File: src/core/lrtr_pkg.sv
package lrtr_pkg;

  // Register addresses
  localparam logic [7:0] ADDR_SUPSTAT = 8'h02;
  localparam logic [7:0] ADDR_TEMP    = 8'h0E;
  localparam logic [7:0] ADDR_LOCK    = 8'h10;

  // Field positions in the lock register
  localparam int LOCK_BIT = 7;
  localparam int MASK_BIT = 3;
  localparam int KEY_HI   = 1;
  localparam int KEY_LO   = 0;

  // Reset values
  localparam logic [7:0] LOCK_RST = 8'h00;
  localparam logic [7:0] TEMP_RST = 8'h00;
  localparam logic [7:0] DATA_RST = 8'h00;

  // Key values {bit1, bit0} of the three restart writes
  localparam logic [1:0] KEY_STEP1 = 2'h0;
  localparam logic [1:0] KEY_STEP2 = 2'h3;
  localparam logic [1:0] KEY_STEP3 = 2'h2;
  localparam logic [1:0] KEY_READ  = 2'h0;

  // Supply recovery interval; least time, rounded up to cycles
  localparam int CLK_PERIOD_NS = 8;
  localparam int RCV_TIME_NS   = 1000;
  localparam int RCV_CYCLES    =
    (RCV_TIME_NS + CLK_PERIOD_NS - 1) / CLK_PERIOD_NS;

  // Integrity code polynomial and seed
  localparam logic [7:0] CODE_POLY = 8'h2F;
  localparam logic [7:0] CODE_SEED = 8'hFF;

  // Restart key tracker, Gray coded along the path
  typedef enum logic [1:0] {
    KEY_IDLE = 2'b00,
    KEY_ONE  = 2'b01,
    KEY_TWO  = 2'b11
  } lrtr_key_t;

endpackage

File: src/core/lrtr_supply.sv
`timescale 1ns/1ps
`default_nettype none
module lrtr_supply
  import lrtr_pkg::*;
#(
  parameter int RCV = RCV_CYCLES
) (
  input  wire logic i_clk,
  input  wire logic i_rst_n,
  input  wire logic i_supply_err,
  input  wire logic i_spi_mode,
  input  wire logic i_mask,
  input  wire logic i_status_rd,
  input  wire logic i_tx_err,
  input  wire logic i_resp_done,
  output logic      o_err,
  output logic      o_timer_zero,
  output logic      o_resp_inhibit,
  output logic      o_send_err_code
);
  localparam int CW = $clog2(RCV + 1);
  localparam logic [CW-1:0] RCV_LD = CW'(RCV);

  logic [CW-1:0] cnt_q, cnt_d;
  logic          err_q, err_d;
  logic          code_q, code_d;
  logic          zero, expire, clr;

  assign zero = (cnt_q == '0);
  // Timer leaves one only toward zero when no error is present
  assign expire = (cnt_q == CW'(1)) && !i_supply_err;

  // Next timer, flag and error code request
  always_comb begin
    cnt_d = cnt_q;
    // shared timer reload
    if (i_supply_err) begin
      cnt_d = RCV_LD;
    end else if (!zero) begin
      cnt_d = cnt_q - CW'(1);
    end
    // clear only at zero
    if (i_spi_mode && !i_mask) begin
      clr = zero && (i_status_rd || i_tx_err);
    // automatic clear at zero
    end else if (i_spi_mode) begin
      clr = zero;
    // I2C clears on status read
    end else begin
      clr = zero && i_status_rd;
    end
    // Set wins so a fresh fault is never lost in a clear cycle
    err_d = i_supply_err || (err_q && !clr);
    // error code for one response
    code_d = code_q;
    if (expire && i_spi_mode && !i_mask) begin
      code_d = 1'b1;
    end else if (i_resp_done) begin
      code_d = 1'b0;
    end
  end

  // State registers
  always_ff @(posedge i_clk or negedge i_rst_n) begin
    if (!i_rst_n) begin
      cnt_q  <= '0;
      err_q  <= 1'b0;
      code_q <= 1'b0;
    end else begin
      cnt_q  <= cnt_d;
      err_q  <= err_d;
      code_q <= code_d;
    end
  end

  assign o_err           = err_q;
  assign o_timer_zero    = zero;
  // silent while timer runs
  assign o_resp_inhibit  = !zero;
  assign o_send_err_code = code_q;
endmodule
`default_nettype wire

File: src/core/lrtr_integ.sv
`timescale 1ns/1ps
`default_nettype none
module lrtr_integ
  import lrtr_pkg::*;
#(
  parameter int W = 34
) (
  input  wire logic         i_clk,
  input  wire logic         i_rst_n,
  input  wire logic         i_enable,
  input  wire logic [W-1:0] i_data,
  input  wire logic         i_clr,
  output logic              o_err
);
  logic [7:0] ref_q, ref_d, code;
  logic       en_q, err_q, err_d, mismatch;

  // Bitwise code over the guarded image
  function automatic logic [7:0] calc_code(input logic [W-1:0] d);
    logic [7:0] c;
    c = CODE_SEED;
    for (int i = 0; i < W; i++) begin
      c = (c[7] ^ d[i]) ? ({c[6:0], 1'b0} ^ CODE_POLY) : {c[6:0], 1'b0};
    end
    return c;
  endfunction

  assign code = calc_code(i_data);
  assign mismatch = en_q && (code != ref_q);

  // reference taken at lock, then checked
  always_comb begin
    ref_d = ref_q;
    if (i_enable && !en_q) begin
      ref_d = code;
    end
    err_d = mismatch || (err_q && !i_clr);
  end

  // Reference and sticky flag
  always_ff @(posedge i_clk or negedge i_rst_n) begin
    if (!i_rst_n) begin
      ref_q <= DATA_RST;
      en_q  <= 1'b0;
      err_q <= 1'b0;
    end else begin
      ref_q <= ref_d;
      en_q  <= i_enable;
      err_q <= err_d;
    end
  end

  assign o_err = err_q;
endmodule
`default_nettype wire

File: src/core/lrtr_top.sv
// Contract
// Read-only temperature register, zero after reset
// Lock freezes writes except key bits
// Lock bit clears only by reset
// Locked state checks integrity code continuously
// Lock disables and refuses self-test
// SPI unmasked: silent, then one error code
// SPI unmasked: clear on read/transmit at zero
// SPI masked: silent while timer, auto clear
// I2C: silent until expiry, clear on read
// Keys 00,11,10 in order trigger reset
// Reads show key zero, abort sequence
// Write response echoes new value with keys
// Third key write: no response, no ack
// Key bits excluded from integrity code
// Mask at bit 3, lock resets zero
// Shared recovery timer reloads during errors
// Broken order restarts tracking; 00 counts first
`timescale 1ns/1ps
`default_nettype none
module lrtr_top
  import lrtr_pkg::*;
#(
  parameter int USER_REGS = 4,
  parameter int RCV       = RCV_CYCLES
) (
  input  wire logic                   I_MCLK,
  input  wire logic                   I_RESETN,
  input  wire logic                   I_SPI_MODE,
  input  wire logic                   I_REG_WR,
  input  wire logic                   I_REG_RD,
  input  wire logic [7:0]             I_REG_ADDR,
  input  wire logic [7:0]             I_REG_WDATA,
  input  wire logic [7:0]             I_TEMP_VALUE,
  input  wire logic [USER_REGS*8-1:0] I_USER_REGS,
  input  wire logic                   I_INTEG_CLR,
  input  wire logic                   I_SUPPLY_ERR,
  input  wire logic                   I_TX_SUPPLY_ERR,
  input  wire logic                   I_RESP_DONE,
  input  wire logic                   I_SELFTEST_REQ,
  output logic [7:0]                  O_REG_RDATA,
  output logic                        O_RD_VALID,
  output logic [7:0]                  O_WR_ECHO,
  output logic                        O_WR_VALID,
  output logic                        O_WR_ENABLE,
  output logic                        O_NO_RESPONSE,
  output logic                        O_SEND_ERR_CODE,
  output logic                        O_SUPPLY_ERR,
  output logic                        O_INTEG_ERR,
  output logic                        O_SELFTEST_GO,
  output logic                        O_SELFTEST_REFUSED,
  output logic                        O_SOFT_RESET
);
  logic       lock_q, lock_d, mask_q, mask_d;
  logic [7:0] temp_q, temp_d;
  logic [7:0] rdata_q, rdata_d, echo_q, echo_d;
  logic       rvalid_q, rvalid_d, wvalid_q, wvalid_d;
  logic       srst_q, srst_d;
  lrtr_key_t  seq_q, seq_d;
  logic [1:0] key;
  logic       wr_lock, third_key, status_rd, sup_inhibit;

  assign wr_lock   = I_REG_WR && (I_REG_ADDR == ADDR_LOCK);
  assign key       = {I_REG_WDATA[KEY_HI], I_REG_WDATA[KEY_LO]};
  assign third_key = wr_lock && (seq_q == KEY_TWO) && (key == KEY_STEP3);
  assign status_rd = I_REG_RD && (I_REG_ADDR == ADDR_SUPSTAT);

  // Lock register image; reserved bits read as zero
  function automatic logic [7:0] lock_image(input logic l, input logic m,
                                            input logic [1:0] k);
    logic [7:0] v;
    v = LOCK_RST;
    v[LOCK_BIT] = l;
    v[MASK_BIT] = m;
    v[KEY_HI]   = k[1];
    v[KEY_LO]   = k[0];
    return v;
  endfunction

  // Next register state, key tracking and answers
  always_comb begin
    lock_d   = lock_q;
    mask_d   = mask_q;
    seq_d    = seq_q;
    echo_d   = echo_q;
    rdata_d  = rdata_q;
    rvalid_d = 1'b0;
    wvalid_d = 1'b0;
    srst_d   = 1'b0;
    // temperature sampled every cycle
    temp_d   = I_TEMP_VALUE;
    if (wr_lock) begin
      // frozen once locked
      if (!lock_q) begin
        // lock only ever sets here
        lock_d = I_REG_WDATA[LOCK_BIT];
        // mask control at bit 3
        mask_d = I_REG_WDATA[MASK_BIT];
      end
      // ordered key tracking
      case (seq_q)
        KEY_IDLE: begin
          seq_d = (key == KEY_STEP1) ? KEY_ONE : KEY_IDLE;
        end
        KEY_ONE: begin
          if (key == KEY_STEP2) begin
            seq_d = KEY_TWO;
          end else begin
            // restart on broken order
            seq_d = (key == KEY_STEP1) ? KEY_ONE : KEY_IDLE;
          end
        end
        KEY_TWO: begin
          if (key == KEY_STEP3) begin
            srst_d = 1'b1;
            seq_d  = KEY_IDLE;
          end else begin
            seq_d = (key == KEY_STEP1) ? KEY_ONE : KEY_IDLE;
          end
        end
        default: begin
          seq_d = KEY_IDLE;
        end
      endcase
      // echo of new value and keys
      if (!third_key) begin
        wvalid_d = 1'b1;
        echo_d   = lock_image(lock_d, mask_d, key);
      end
    end else if (I_REG_WR) begin
      // Any other write breaks the consecutive run
      seq_d = KEY_IDLE;
    end
    // read aborts, key field reads zero
    if (I_REG_RD) begin
      seq_d    = KEY_IDLE;
      rvalid_d = 1'b1;
      case (I_REG_ADDR)
        ADDR_TEMP: rdata_d = temp_q;
        ADDR_LOCK: rdata_d = lock_image(lock_q, mask_q, KEY_READ);
        default:   rdata_d = DATA_RST;
      endcase
    end
  end

  // Register stage
  always_ff @(posedge I_MCLK or negedge I_RESETN) begin
    if (!I_RESETN) begin
      lock_q   <= 1'b0;
      mask_q   <= 1'b0;
      temp_q   <= TEMP_RST;
      rdata_q  <= DATA_RST;
      echo_q   <= DATA_RST;
      rvalid_q <= 1'b0;
      wvalid_q <= 1'b0;
      srst_q   <= 1'b0;
      seq_q    <= KEY_IDLE;
    end else begin
      lock_q   <= lock_d;
      mask_q   <= mask_d;
      temp_q   <= temp_d;
      rdata_q  <= rdata_d;
      echo_q   <= echo_d;
      rvalid_q <= rvalid_d;
      wvalid_q <= wvalid_d;
      srst_q   <= srst_d;
      seq_q    <= seq_d;
    end
  end

  // Supply error reporting and response gating
  lrtr_supply #(
    .RCV (RCV)
  ) u_supply (
    .i_clk           (I_MCLK),
    .i_rst_n         (I_RESETN),
    .i_supply_err    (I_SUPPLY_ERR),
    .i_spi_mode      (I_SPI_MODE),
    .i_mask          (mask_q),
    .i_status_rd     (status_rd),
    .i_tx_err        (I_TX_SUPPLY_ERR),
    .i_resp_done     (I_RESP_DONE),
    .o_err           (O_SUPPLY_ERR),
    .o_timer_zero    (),
    .o_resp_inhibit  (sup_inhibit),
    .o_send_err_code (O_SEND_ERR_CODE)
  );

  // guarded image leaves out key bits
  lrtr_integ #(
    .W (USER_REGS * 8 + 2)
  ) u_integ (
    .i_clk    (I_MCLK),
    .i_rst_n  (I_RESETN),
    .i_enable (lock_q),
    .i_data   ({I_USER_REGS, lock_q, mask_q}),
    .i_clr    (I_INTEG_CLR),
    .o_err    (O_INTEG_ERR)
  );

  // other registers accept writes only before lock
  assign O_WR_ENABLE = !lock_q;
  // third key write gets no response or ack
  assign O_NO_RESPONSE = third_key || sup_inhibit;
  // self-test gated by lock
  assign O_SELFTEST_GO      = I_SELFTEST_REQ && !lock_q;
  assign O_SELFTEST_REFUSED = I_SELFTEST_REQ && lock_q;
  assign O_REG_RDATA  = rdata_q;
  assign O_RD_VALID   = rvalid_q;
  assign O_WR_ECHO    = echo_q;
  assign O_WR_VALID   = wvalid_q;
  assign O_SOFT_RESET = srst_q;
endmodule
`default_nettype wire

File: config.mk
export PLATFORM = sky130hd
export DESIGN_NAME = lrtr_top
export DESIGN_NICKNAME = d
export VERILOG_FILES = /design/src/core/lrtr_pkg.sv /design/src/core/lrtr_supply.sv /design/src/core/lrtr_integ.sv /design/src/core/lrtr_top.sv
export SDC_FILE = /design/constraint.sdc
export NUM_CORES = 1
export LEC_CHECK = 0
export BUFFER_PORTS_ARGS = -buffer_cell sky130_fd_sc_hd__buf_2
export CORE_ASPECT_RATIO = 1.75
export CORE_MARGIN = 10
export CORE_UTILIZATION = 51
export CTS_BUF_LIST = sky130_fd_sc_hd__clkbuf_8
export DETAILED_ROUTE_END_ITERATION = 16
export GPL_TIMING_DRIVEN = 0
export PLACE_DENSITY = 0.78
export SETUP_SLACK_MARGIN = 0.2
export SYNTH_ARGS = -nofsm -noshare
export SYNTH_HDL_FRONTEND = slang
export SYNTH_HIERARCHICAL = 1
export SYNTH_SLANG_ARGS = --single-unit
File: constraint.sdc
create_clock -name I_MCLK -period 3.8 [get_ports I_MCLK]
set_clock_uncertainty 0.15 [all_clocks]
set_input_delay 0.19 -clock I_MCLK [delete_from_list [all_inputs] [get_ports I_MCLK]]
set_output_delay 0.19 -clock I_MCLK [all_outputs]
set_load 0.02 [all_outputs]
==> results.md <==
* CTS buffer count at 5
* Share of the synthesized area in the top cell type at 0.301
* Critical Path Most Common Cell: xnor3_2
* Min-Delay Endpoint: seq_q[0]
* Slowest stage delay, CP at 0.52 ns
* Adder-cell share of the synthesized area at 0.0229
* CP max stage cell: xnor3_2
* Post-synth EDFFs at 0
* Io pins at 92
* Worst path buffer plus inverter count at 2
* Slew headroom at 0.337
* Die height at 135 um
* # diodes at 0
* Hold_sp: I_REG_WR
* Ys Warns at 6
* CP Data Required Time at 3.84 ns
* Most used DFF post-synth: dfrtp_1
* DP Worst Slack at -0.328 ns
* DR iter-0 viols at 70
* Main combinational cell family by area after synthesis: XOR/XNOR gates
* Tcrit/Tclk final at 0.965
* Setup CP Type: reg -> reg
* Per-cell routed wire length at 18.2 um
* # nets final at 506
* Layout cells sized above 1 at 0.409
* R2R Path End: u_integ/ref_q[3]
* Cell Chain, Critical Path: xor2_4, xnor3_2, buf_6, xor2_2, xnor3_2, xnor3_2, xnor2_4, xnor3_2, xor2_4, buf_4, mux2_2
* Crit path DAT at 3.71 ns
* Fillers at 542
* Detailed Route WL at 9.42 mm
* Std cell rows at 41
* Reg2Reg Depth at 11
* Hold-critical path depth at 2
* Post-DP HPWL at 7.11 mm
* CTS H-Tree Depth at 2
* Post-Synth XOR/XNOR Area at 0.428
* Root Buffer: clkbuf_8
* Simple-gate portion of the synthesized area at 0.0908
* CP max FO at 5
* Initial antenna violation count at 0
* Unrepaired setup endpoints after global routing: yes
* Top cells by count, synth: xnor2_1 (56), dfrtp_1 (46), xor2_1 (24), xnor3_1 (16), inv_1 (15)
* Compound-gate portion of the synthesized area at 0.0830
* Post-Route Setup TNS at 0 ns
* Count leader, synth: xnor2_1
* Final Hold Fails at 0
* Via count at 2722
* Final worst slack at 0.133 ns
* Tmin final at 3.67 ns
* Post-synth cell types at 60
* Fin util at 0.679
* Die width at 85.5 um
* Fin. max-slew vios at 0
* First-pass GRT wire length at 15.3 mm
* Register-to-Register Setup Slack at 0.13 ns
* Setup violators final at 0
* Via density per instance at 5.24
* GR Overflow Total at 0
* Area of the core at 0.00728 sq mm
* Synthesized instance count at 313
* Seq/Total Area, Yosys at 0.301
* Vias in the first global route at 3137
* First-pass detailed-route iteration total at 4
* Remaining antenna violation count after routing at 0
* Asr flop ratio synth at 1.00
* CTS tree: done
* Max Cap Viol at 0
* Actual slew at the worst max-slew pin at 0.995 ns
* Delay-heaviest family, CP: XOR/XNOR gates
* Startpoint Class: register
* PortBufs at 77
* Post-Syn Area at 0.00383 sq mm
* Synth top area cells: dfrtp_1 (30%), xnor2_1 (13%), xnor3_1 (9.4%)
* Nature of the critical path endpoint: register
* Pin count of the biggest net entering global routing at 47
* Initial Utilization at 0.526
* Fmax at 273 MHz
* Area delta synth->final at 29.3%
* Syn avg cell area at 12.2 sq um
* Outcome: completed
* GRT Total Usage at 0.165
* GP Congestion at 0.863
* Max Root-Sink Buffers at 2
* Area leader, netlist: dfrtp_1
* Die area at 0.0115 sq mm
* Reg2Reg Launch Point: mask_q
* Mux share of post-synthesis cell area at 0.0363
* CTS sink count at 46
* Drt drc at 0
* Hold Path Class: in -> reg
* Insertion delay to the later sink of the worst-skew pair at 0.30 ns
* Clock transition at the registers of the reported paths at 0.09 ns
* Yosys reg bits at 46
## registers in the layout (all words and copies together), names as in the netlist
signal / cells
O_REG_RDATA: 8
temp_q: 8
O_SOFT_RESET: 1
u_supply/o_send_err_code: 1
seq_q: 2
O_RD_VALID: 1
lock_q: 1
mask_q: 1
u_supply/o_err: 1
u_integ/ref_q: 8
O_WR_ECHO: 4
u_supply/cnt_q: 7
O_WR_VALID: 1
u_integ/en_q: 1
u_integ/o_err: 1
## cell type report
class / count / area, sq um / area share
plain buffers: 13 / 85.1 / 0.0172
well taps: 86 / 108 / 0.0217
repair buffers: 110 / 673 / 0.136
flip-flops and latches: 46 / 1150 / 0.233
clock buffers: 6 / 82.6 / 0.0167
inverters: 15 / 56.3 / 0.0114
multi-input cells: 242 / 2760 / 0.558
clock inverters: 1 / 30.0 / 0.00607
## worst max-delay path by stage
stage	start	endpoint	slack, ns	cells past startpoint
2_1_floorplan	I_USER_REGS[2]	u_integ/o_err	0.20	11
3_3_place_gp	I_USER_REGS[0]	u_integ/o_err	-0.28	11
3_5_place_dp	I_USER_REGS[0]	u_integ/o_err	-0.33	11
4_1_cts	mask_q	u_integ/o_err	0.14	11
5_1_grt	lock_q	u_integ/o_err	0.0004	11
6_report	mask_q	u_integ/ref_q[3]	0.13	11
## metrics by stage
step | hold WS, ns | instances | cell area [sq um]
5_1_grt | 0.0403 | 519 | 4950
6_report | 0.0267 | 519 | 4950
2_1_floorplan | -0.256 | 316 | 3860
3_5_place_dp | 0.150 | 479 | 4350
3_3_place_gp | 0.149 | 479 | 4350
4_1_cts | 0.0102 | 511 | 4840
## routing by layer
layer / wire length [um] / part of all wire / vias up / GRT usage
met1: 3030 / 0.32 / 1335 / 0.153
met5: 0 / 0 / - / 0
li1: - / - / 1294 / -
met2: 5590 / 0.59 / 79 / 0.324
met3: 593 / 0.063 / 14 / 0.0428
met4: 207 / 0.022 / 0 / 0.0625
## cell families after synthesis
logic type,count (synthesis)
flip-flops,46
multiplexers,13
XOR/XNOR,123
AO/OA/AOI/OAI,44
AND/OR/NAND/NOR,51
adder cells (fa/ha/maj),7
buffers and inverters,28
other,1
## cell usage in the layout, fill, tap and decap left out, types with 9 or more instances in the layout
cell           synthesis  layout
buf_2                  2      79
buf_4                  7      25
dfrtp_1               46      44
dlygate4sd3_1          0      13
inv_1                 15      15
nand2_1                9       9
o21ai_0               10      10
xnor2_1               56      46
xnor3_1               16      11
xnor3_2                9      14
xor2_1                24      20
## timing repair
action | in CTS | in global routing
gates resized for setup | 23 | 7
endpoints found under the hold margin | 59 | 0
hold buffers | 13 | 0
pin swaps | 14 | 9
endpoints found under the setup margin | 5 | 4
setup buffers | 12 | 8
Power is not shown: default switching activity piles up to over one toggle a cycle in this logic, so the estimate is an artifact.
